### config.mk
export PLATFORM = sky130hd
export DESIGN_NAME = cim_id_filter
export DESIGN_NICKNAME = d
export VERILOG_FILES = /design/src/rtl/cim_pkg.sv /design/src/rtl/cim_id_filter.sv
export SDC_FILE = /design/constraint.sdc
export NUM_CORES = 2
export LEC_CHECK = 0
export ABC_CLOCK_PERIOD_IN_PS = 4900
export CORE_ASPECT_RATIO = 1.4
export CORE_UTILIZATION = 45
export DETAILED_ROUTE_END_ITERATION = 16
export DONT_BUFFER_PORTS = 1
export PLACE_DENSITY = 0.67
export SYNTH_ARGS = -nofsm -noshare
export SYNTH_HDL_FRONTEND = slang
export SYNTH_SLANG_ARGS = --single-unit
### constraint.sdc
create_clock -name ref_clk_i -period 4.9 [get_ports ref_clk_i]
set_input_delay 1.47 -clock ref_clk_i [delete_from_list [all_inputs] [get_ports ref_clk_i]]
set_output_delay 1.47 -clock ref_clk_i [all_outputs]
set_load 0.005 [all_outputs]
### src/rtl/cim_pkg.sv
// identifier tag and mask window: constants, field layout and carrier types
// assumes one core clock; cpu sfr port and protocol engine share that clock
//
// Functional notes
// standard format, tag byte 1 at BCh carries identifier bits 10..3 in positions 7..0.
// standard format, tag byte 2 at BDh carries identifier bits 2..0 in 7..5, 4..0 reserved.
// standard format, tag byte 3 at BEh holds no functional bit, all eight reserved.
// standard format, tag byte 4 at BFh has remote tag at bit 2 and rb0 tag at bit 0.
// extended format, tag byte 1 at BCh carries identifier bits 28..21.
// extended format, tag byte 2 at BDh carries identifier bits 20..13.
// extended format, tag byte 3 at BEh carries identifier bits 12..5.
// extended format, tag byte 4 at BFh has id 4..0 in 7..3, remote at 2, rb1 at 1, rb0 at 0.
// standard format, mask byte 1 at C4h holds mask bits for identifier bits 10..3.
// standard format, mask byte 2 at C5h holds mask bits for id 2..0 in 7..5, 4..0 reserved.
// standard format, mask byte 3 at C6h holds no functional bit.
// a mask bit at 0 forces its comparison true, at 1 it enables the comparison.
// software never writes ones to reserved bits and treats their read value as undefined.
// tag and mask bytes have no value after reset until software writes them.
// the per object format flag picks standard (11 bit id) or extended (29 bit id) layout.
// the mask filters received frames only, transmission uses the bare tag.
// a frame matches an object when each compared bit is masked off or equal to the tag.

package cim_pkg;

  // ****************************************
  // geometry
  // ****************************************
  localparam int unsigned CIM_NUM_OBJ = 15;
  localparam int unsigned CIM_OBJ_W   = 4;
  localparam int unsigned CIM_ID_W    = 29;

  // ****************************************
  // sfr offsets
  // ****************************************
  localparam logic [7:0] CIM_ADDR_IDT1 = 8'hBC;
  localparam logic [7:0] CIM_ADDR_IDT2 = 8'hBD;
  localparam logic [7:0] CIM_ADDR_IDT3 = 8'hBE;
  localparam logic [7:0] CIM_ADDR_IDT4 = 8'hBF;
  localparam logic [7:0] CIM_ADDR_IDM1 = 8'hC4;
  localparam logic [7:0] CIM_ADDR_IDM2 = 8'hC5;
  localparam logic [7:0] CIM_ADDR_IDM3 = 8'hC6;

  // ****************************************
  // field positions and read masks
  // ****************************************
  localparam int unsigned CIM_B4_RTR_POS   = 2;
  localparam int unsigned CIM_B4_RB1_POS   = 1;
  localparam int unsigned CIM_B4_RB0_POS   = 0;
  localparam int unsigned CIM_B4_IDE_POS   = 0;
  localparam int unsigned CIM_B2_STD_LSB   = 5;
  localparam int unsigned CIM_B4_EXT_LSB   = 3;
  localparam logic [7:0]  CIM_STD_B2_RMASK = 8'hE0;
  localparam logic [7:0]  CIM_STD_B3_RMASK = 8'h00;
  localparam logic [7:0]  CIM_STD_B4_RMASK = 8'h05;
  localparam logic [7:0]  CIM_FULL_RMASK   = 8'hFF;

  // ****************************************
  // reset values
  // ****************************************
  localparam logic [7:0] CIM_RDATA_RST = 8'h00;

  // ****************************************
  // carriers
  // ****************************************
  typedef struct packed {
    logic [7:0] addr;
    logic [7:0] wdata;
    logic       wr;
    logic       rd;
  } cim_sfr_req_t;

  typedef struct packed {
    logic [CIM_ID_W-1:0] id;
    logic                rtr;
    logic                extended_format_select;
    logic                rb1;
    logic                rb0;
  } cim_frame_t;

endpackage

### src/rtl/cim_id_filter.sv
// identifier tag and mask bytes of all message objects, sfr access and acceptance compare
// assumes page select, format flags and mask byte 4 come from neighbouring logic on ref_clk_i

`timescale 1ns/1ps

module cim_id_filter
  import cim_pkg::*;
(
  // clock and reset
  input  wire logic                              ref_clk_i,
  input  wire logic                              reset_n_i,
  // sfr port
  input  wire cim_sfr_req_t                      sfr_req_i,
  input  wire logic [CIM_OBJ_W-1:0]              obj_sel_i,
  output      logic [7:0]                        sfr_rdata_o,
  output      logic                              sfr_hit_o,
  // per object configuration held elsewhere
  input  wire logic [CIM_NUM_OBJ-1:0]            ext_fmt_i,
  input  wire logic [CIM_NUM_OBJ-1:0][7:0]       mask_byte4_i,
  // reception filter
  input  wire logic                              rx_valid_i,
  input  wire cim_frame_t                        rx_frame_i,
  output      logic [CIM_NUM_OBJ-1:0]            rx_hit_o,
  output      logic                              rx_done_o,
  // transmission tag
  input  wire logic                              tx_req_i,
  input  wire logic [CIM_OBJ_W-1:0]              tx_obj_i,
  output      cim_frame_t                        tx_frame_o,
  output      logic                              tx_valid_o
);

  // ****************************************
  // storage, no reset
  // ****************************************
  logic [7:0]             tag_q   [CIM_NUM_OBJ][4];
  logic [7:0]             mask_q  [CIM_NUM_OBJ][3];
  logic                   sel_ok;
  logic [CIM_OBJ_W-1:0]   sel_idx;

  assign sel_ok  = (obj_sel_i < CIM_OBJ_W'(CIM_NUM_OBJ));
  assign sel_idx = sel_ok ? obj_sel_i : '0;

  // bytes keep whatever was last written; unwritten bytes stay undefined
  always_ff @(posedge ref_clk_i) begin
    if (sfr_req_i.wr && sel_ok) begin
      case (sfr_req_i.addr)
        CIM_ADDR_IDT1: tag_q[sel_idx][0]  <= sfr_req_i.wdata;
        CIM_ADDR_IDT2: tag_q[sel_idx][1]  <= sfr_req_i.wdata;
        CIM_ADDR_IDT3: tag_q[sel_idx][2]  <= sfr_req_i.wdata;
        CIM_ADDR_IDT4: tag_q[sel_idx][3]  <= sfr_req_i.wdata;
        CIM_ADDR_IDM1: mask_q[sel_idx][0] <= sfr_req_i.wdata;
        CIM_ADDR_IDM2: mask_q[sel_idx][1] <= sfr_req_i.wdata;
        CIM_ADDR_IDM3: mask_q[sel_idx][2] <= sfr_req_i.wdata;
        default: begin
        end
      endcase
    end
  end

  // ****************************************
  // per object layout decode
  // ****************************************
  cim_frame_t             obj_frame [CIM_NUM_OBJ];
  logic [CIM_ID_W-1:0]    obj_msk   [CIM_NUM_OBJ];
  logic [CIM_NUM_OBJ-1:0] match;

  for (genvar i = 0; i < CIM_NUM_OBJ; i++) begin : g_obj
    logic [CIM_ID_W-1:0] id_ext;
    logic [CIM_ID_W-1:0] id_std;
    logic [CIM_ID_W-1:0] msk_ext;
    logic [CIM_ID_W-1:0] msk_std;
    logic                msk_rtr;
    logic                msk_ide;

    assign id_ext  = {tag_q[i][0], tag_q[i][1], tag_q[i][2],
                      tag_q[i][3][7:CIM_B4_EXT_LSB]};
    assign id_std  = {{18{1'b0}}, tag_q[i][0],
                      tag_q[i][1][7:CIM_B2_STD_LSB]};
    assign msk_ext = {mask_q[i][0], mask_q[i][1], mask_q[i][2],
                      mask_byte4_i[i][7:CIM_B4_EXT_LSB]};
    assign msk_std = {{18{1'b0}}, mask_q[i][0],
                      mask_q[i][1][7:CIM_B2_STD_LSB]};
    assign msk_rtr = mask_byte4_i[i][CIM_B4_RTR_POS];
    assign msk_ide = mask_byte4_i[i][CIM_B4_IDE_POS];

    // format flag picks the layout
    assign obj_frame[i] = ext_fmt_i[i] ?
      {id_ext, tag_q[i][3][CIM_B4_RTR_POS], 1'b1, tag_q[i][3][CIM_B4_RB1_POS],
       tag_q[i][3][CIM_B4_RB0_POS]} :
      {id_std, tag_q[i][3][CIM_B4_RTR_POS], 1'b0, 1'b0,
       tag_q[i][3][CIM_B4_RB0_POS]};
    assign obj_msk[i] = ext_fmt_i[i] ? msk_ext : msk_std;

    // masked compare: a zero mask bit forces the bit true
    assign match[i] = ~|((rx_frame_i.id ^ obj_frame[i].id) & obj_msk[i])
                    & ~((rx_frame_i.rtr ^ obj_frame[i].rtr) & msk_rtr)
                    & ~((rx_frame_i.extended_format_select ^ obj_frame[i].extended_format_select) & msk_ide);
  end

  // ****************************************
  // sfr read
  // ****************************************
  logic [7:0] rd_data;
  logic       rd_map;
  logic       sel_ext;

  assign sel_ext = ext_fmt_i[sel_idx];

  always_comb begin
    rd_data = CIM_RDATA_RST;
    rd_map  = 1'b1;
    case (sfr_req_i.addr)
      CIM_ADDR_IDT1: rd_data = tag_q[sel_idx][0];
      CIM_ADDR_IDT2: rd_data = tag_q[sel_idx][1] &
                               (sel_ext ? CIM_FULL_RMASK : CIM_STD_B2_RMASK);
      CIM_ADDR_IDT3: rd_data = tag_q[sel_idx][2] &
                               (sel_ext ? CIM_FULL_RMASK : CIM_STD_B3_RMASK);
      CIM_ADDR_IDT4: rd_data = tag_q[sel_idx][3] &
                               (sel_ext ? CIM_FULL_RMASK : CIM_STD_B4_RMASK);
      CIM_ADDR_IDM1: rd_data = mask_q[sel_idx][0];
      CIM_ADDR_IDM2: rd_data = mask_q[sel_idx][1] &
                               (sel_ext ? CIM_FULL_RMASK : CIM_STD_B2_RMASK);
      CIM_ADDR_IDM3: rd_data = mask_q[sel_idx][2] &
                               (sel_ext ? CIM_FULL_RMASK : CIM_STD_B3_RMASK);
      default: begin
        rd_map = 1'b0;
      end
    endcase
  end

  // read data stands until the next accepted read
  always_ff @(posedge ref_clk_i or negedge reset_n_i) begin
    if (!reset_n_i) begin
      sfr_rdata_o <= CIM_RDATA_RST;
      sfr_hit_o   <= 1'b0;
    end else begin
      sfr_hit_o <= sfr_req_i.rd && rd_map && sel_ok;
      if (sfr_req_i.rd && rd_map && sel_ok) begin
        sfr_rdata_o <= rd_data;
      end
    end
  end

  // ****************************************
  // reception filter
  // ****************************************
  always_ff @(posedge ref_clk_i or negedge reset_n_i) begin
    if (!reset_n_i) begin
      rx_hit_o  <= '0;
      rx_done_o <= 1'b0;
    end else begin
      rx_done_o <= rx_valid_i;
      if (rx_valid_i) begin
        rx_hit_o <= match;
      end
    end
  end

  // ****************************************
  // transmission tag, unmasked
  // ****************************************
  logic       tx_ok;
  cim_frame_t tx_sel_frame;

  assign tx_ok        = tx_req_i && (tx_obj_i < CIM_OBJ_W'(CIM_NUM_OBJ));
  assign tx_sel_frame = obj_frame[tx_ok ? tx_obj_i : '0];

  always_ff @(posedge ref_clk_i or negedge reset_n_i) begin
    if (!reset_n_i) begin
      tx_frame_o <= '0;
      tx_valid_o <= 1'b0;
    end else begin
      tx_valid_o <= tx_ok;
      if (tx_ok) begin
        tx_frame_o <= tx_sel_frame;
      end
    end
  end
endmodule

==> results.txt <==
The synthesized netlist net count came out at 4775. The maximum resistive drop on vdd is ~0.00033 V. The tool flagged a number of max-cap violations equal to 0.

The count of placed standard cells in the final layout, fillers left out came out at between 6k and 7k. The clock latency reported for the late side of the worst-skew pair came out at 0.77 ns. From left edge to right edge, the die measures about 290 µm. The number of buffer cells added on primary ports is 0. The full die area came out at 0.118 mm². The critical path launch point type is an input port.

The total congestion overflow after global routing is 0. The total count of max-transition violations in the final report came out at 0. At the placement stage, the worst setup path has a slack of 0.566 ns.

The routability congestion estimate is ~1.1. The placed instance count is 6035. The CTS buffer count is 94. The first-pass GRT wire length came out at around 420 mm. The leakage power figure came out at 20.4 nW.

Dividing total power by cell area gives a power density of between 300 and 400 mW/mm². The number of warning messages in the yosys log came out at 0. The post-synthesis register bit count is 899. The initial standard-cell utilization of the core is 0.455.

The final net count came out at slightly below 5k. The count of nets left with antenna violations after detail routing came out at 0. The slew of the pin with the lowest slew margin came out at between 1 and 1.5 ns. The area of the mapped netlist came out at between 0.05 and 0.06 mm². Setup violations remaining at the end of the flow were counted as 0. The number of setup buffers added after CTS is 0. The area of the placeable core is roughly 0.12 mm². The number of DRC violations after detailed routing is 0. The maximum achievable frequency came out at about 260 MHz.

The highest fanout seen on the critical path came out at around 300. In this run the clock root is driven by a sky130_fd_sc_hd__clkbuf_16. The number of flops mapped to enable cells by yosys is 840. The number of antenna violations at the first check in global routing was 44.

The portion of the clock cycle consumed by the worst path in the final layout came out at 0.800. The worst hold path belongs to the class input port to asynchronous set/reset pin. For this run, the register share of the synthesized area comes to 0.510. The run finished with clean final reports. The number of vias in the routed layout came out at approximately 48k. Setup repair after global routing left no endpoint under its margin. Of the cells placed in the final design, the portion with a size suffix greater than 1 is 0.153. Counting distinct cell types in the post-synthesis netlist gives 79. The final layout contains routed wiring with a total length of 328 mm.

The number of global-route vias before repair is 44.6k. The count of fill cells added during filler insertion is slightly above 10k. The worst-case headroom to the max-slew limit is 0.180.

Hold repair after CTS inserted 0 buffers. The clock tree synthesis step divided the H-tree into 3 levels. After floorplanning, the core was divided into about 150 placement rows. The cell count after synthesis came out at between 4k and 5k. The worst clock skew is roughly 0.035 ns. The sequential cell area is 0.0267 mm². The clock tree from TritonCTS is built. The average vias per placed instance came out at around 7.7. The multi-input gate area in the final layout is between 0.02 and 0.025 mm². For this run, the leading register cell type out of synthesis is sky130_fd_sc_hd__edfxtp_1. The final critical path time including I/O delays and setup is between 3 and 4 ns.

The clock transition time at the flip-flop clock pins of the worst setup and hold paths came out at roughly 0.070 ns. The aggregate negative setup slack is 0 ns. The fraction of registers with async set or reset after synthesis came out at 0.0656.

The number of cells upsized or downsized after cts is 0. The number of clock sinks seen by CTS is between 800 and 900. The first-iteration detailed-routing DRC count is 9527. STA puts the critical path data arrival time at around 4.6 ns.

Compared with the post-synthesis result, the final layout area differs by 11.9%. The minimum setup slack in the final design is a little under 1 ns. Overall power consumption after layout is estimated at 18.3 mW. The worst setup path is captured at a flop. The global routing usage summed across all routing layers is 0.547.

The number of hold violations in the final report came to 0. The average cell area after synthesis is around 11 µm². The required time of the critical path is approximately 5.5 ns. From bottom edge to top edge, the die measures slightly above 400 µm. The placed wire-length estimate after detailed placement is 232 mm. The final routed wire length divided by cell count is approximately 53 µm. The top-level I/O count came out at roughly 260. No sink is reached through more buffers than the 3 on the longest clock path. The number of optimization iterations in the first detailed-route pass came out at 10.

Entering global routing, the biggest net connects a little over 300 pins. The startpoint-to-endpoint class of the critical path is input port to flop.
==> registers in the layout, indices dropped and copies added (netlist names) <==
register and count:
sfr_rdata_o 8, tag_q 480, rx_hit_o 15, rx_done_o 1, mask_q 360, sfr_hit_o 1
tx_frame_o 33, tx_valid_o 1
==> worst max-delay path, cell delays in order <==
cell and delay, ns:
sky130_fd_sc_hd__nand2b_2 0.67, sky130_fd_sc_hd__buf_12 0.29, sky130_fd_sc_hd__o22ai_1 0.52, sky130_fd_sc_hd__nand2_1 0.40, sky130_fd_sc_hd__o21ai_0 0.31, sky130_fd_sc_hd__nor3_1 0.10
sky130_fd_sc_hd__o31ai_1 0.34, sky130_fd_sc_hd__a31oi_1 0.13
==> cell families after synthesis <==
kind of cell | synth area share
xor gates and xnor gates | 0.102
and+or+nand+nor | 0.0956
DFF | 0.510
buffers and inverters | 0.0343
AOI/OAI and AO/OA | 0.151
muxes | 0.107
==> power by group <==
part	total (mW)	internal [mW]	switching [mW]
clock network	7.74	4.24	3.49
logic	2.02	0.743	1.27
registers	8.58	8.44	0.134
total	18.3	13.4	4.90
==> synthesized netlist by cell type, types with 18 or more instances <==
master	number	area, µm²
sky130_fd_sc_hd__xnor2_1	234	2050
sky130_fd_sc_hd__a221oi_1	93	815
sky130_fd_sc_hd__and3_1	26	163
sky130_fd_sc_hd__buf_1	38	143
sky130_fd_sc_hd__o211ai_1	27	203
sky130_fd_sc_hd__mux2i_1	243	2430
sky130_fd_sc_hd__a22o_1	52	455
sky130_fd_sc_hd__a222oi_1	48	480
sky130_fd_sc_hd__dfrtp_1	59	1480
sky130_fd_sc_hd__a311oi_1	28	245
sky130_fd_sc_hd__buf_2	129	646
sky130_fd_sc_hd__o21ai_0	179	896
sky130_fd_sc_hd__nor3_1	62	310
sky130_fd_sc_hd__nand3_1	80	400
sky130_fd_sc_hd__o221ai_1	26	228
sky130_fd_sc_hd__nor2b_1	30	188
sky130_fd_sc_hd__a22oi_1	151	1130
sky130_fd_sc_hd__o22ai_1	55	344
sky130_fd_sc_hd__a31oi_1	76	475
sky130_fd_sc_hd__or3_1	21	131
sky130_fd_sc_hd__buf_4	33	248
sky130_fd_sc_hd__nand2_1	489	1840
sky130_fd_sc_hd__a211oi_1	55	413
sky130_fd_sc_hd__edfxtp_1	840	25200
sky130_fd_sc_hd__mux4_2	94	2120
sky130_fd_sc_hd__nor2_1	307	1150
sky130_fd_sc_hd__a21oi_1	158	791
sky130_fd_sc_hd__a221o_1	27	270
sky130_fd_sc_hd__clkbuf_1	171	642
sky130_fd_sc_hd__nand4_1	41	257
sky130_fd_sc_hd__mux2_2	96	1080
sky130_fd_sc_hd__nand3b_1	18	135
sky130_fd_sc_hd__nand2b_1	23	144
sky130_fd_sc_hd__xor2_1	378	3310
==> metrics by stage <==
stage	area [µm²]	hold WS, ns	util
final	58600	0.383	0.509
after global routing	58600	0.385	0.509
after CTS	58600	0.395	0.509
after detailed placement	55400	0.502	0.481
after global placement	55400	0.500	0.481
after floorplan	52400	0.477	-
==> layout by cell type, fill, tap and decap left out, drive strengths merged, types with 23 or more instances in the layout <==
cell | netlist | routed
xnor2 | 234 | 234
mux2i | 243 | 243
nor2b | 30 | 30
a221oi | 94 | 94
xor2 | 378 | 378
edfxtp | 840 | 840
a222oi | 48 | 48
o211ai | 27 | 27
diode | 0 | 25
o21ai | 181 | 181
nor3 | 62 | 62
mux2 | 96 | 96
nand2 | 490 | 490
nand4 | 42 | 42
a311oi | 28 | 28
nor2 | 307 | 307
mux4 | 94 | 94
buf | 204 | 344
inv | 16 | 30
dfrtp | 59 | 59
and3 | 26 | 26
a211oi | 55 | 55
a22oi | 151 | 151
o221ai | 26 | 26
nand2b | 23 | 23
clkbuf | 172 | 107
a21oi | 158 | 158
o22ai | 55 | 55
a221o | 28 | 28
nand3 | 80 | 80
a22o | 52 | 52
clkinv | 2 | 35
a31oi | 76 | 76
==> final timing paths <==
path | start | to | slack (ns) | cells after the start
min | reset_n_i | rx_hit_o[13]$_DFFE_PN0P_ | 0.38 | 0
min in group ref_clk_i | rx_hit_o[9]$_DFFE_PN0P_ | rx_hit_o[9]$_DFFE_PN0P_ | 0.52 | 1
max reg2reg | mask_q[14][1]$_DFFE_PP_ | sfr_rdata_o[1]$_DFFE_PN0P_ | 2.05 | 9
min reg2reg | rx_hit_o[9]$_DFFE_PN0P_ | rx_hit_o[9]$_DFFE_PN0P_ | 0.52 | 1
max in group asynchronous | reset_n_i | rx_hit_o[3]$_DFFE_PN0P_ | 4.28 | 0
max | obj_sel_i[1] | sfr_rdata_o[7]$_DFFE_PN0P_ | 0.98 | 8
==> area by class of cell <==
type,instances,share of cell area
antenna,25,0.00107
clock inverter,69,0.0132
clock buffer,107,0.0413
inverter,18,0.00120
timing repair buffer,344,0.0470
sequential,899,0.455
tap,1490,0.0318
multi-input combinational,3284,0.409
==> layer usage <==
metal | GRT usage | wire [µm] | share of wire
met1 | 0.627 | 106000 | 0.32
met2 | 0.775 | 133000 | 0.40
met3 | 0.208 | 49000 | 0.15
met4 | 0.535 | 40600 | 0.12
met5 | 0.00413 | 206 | 0.00063
No activity file was read; power rests on OpenSTA's default activity.
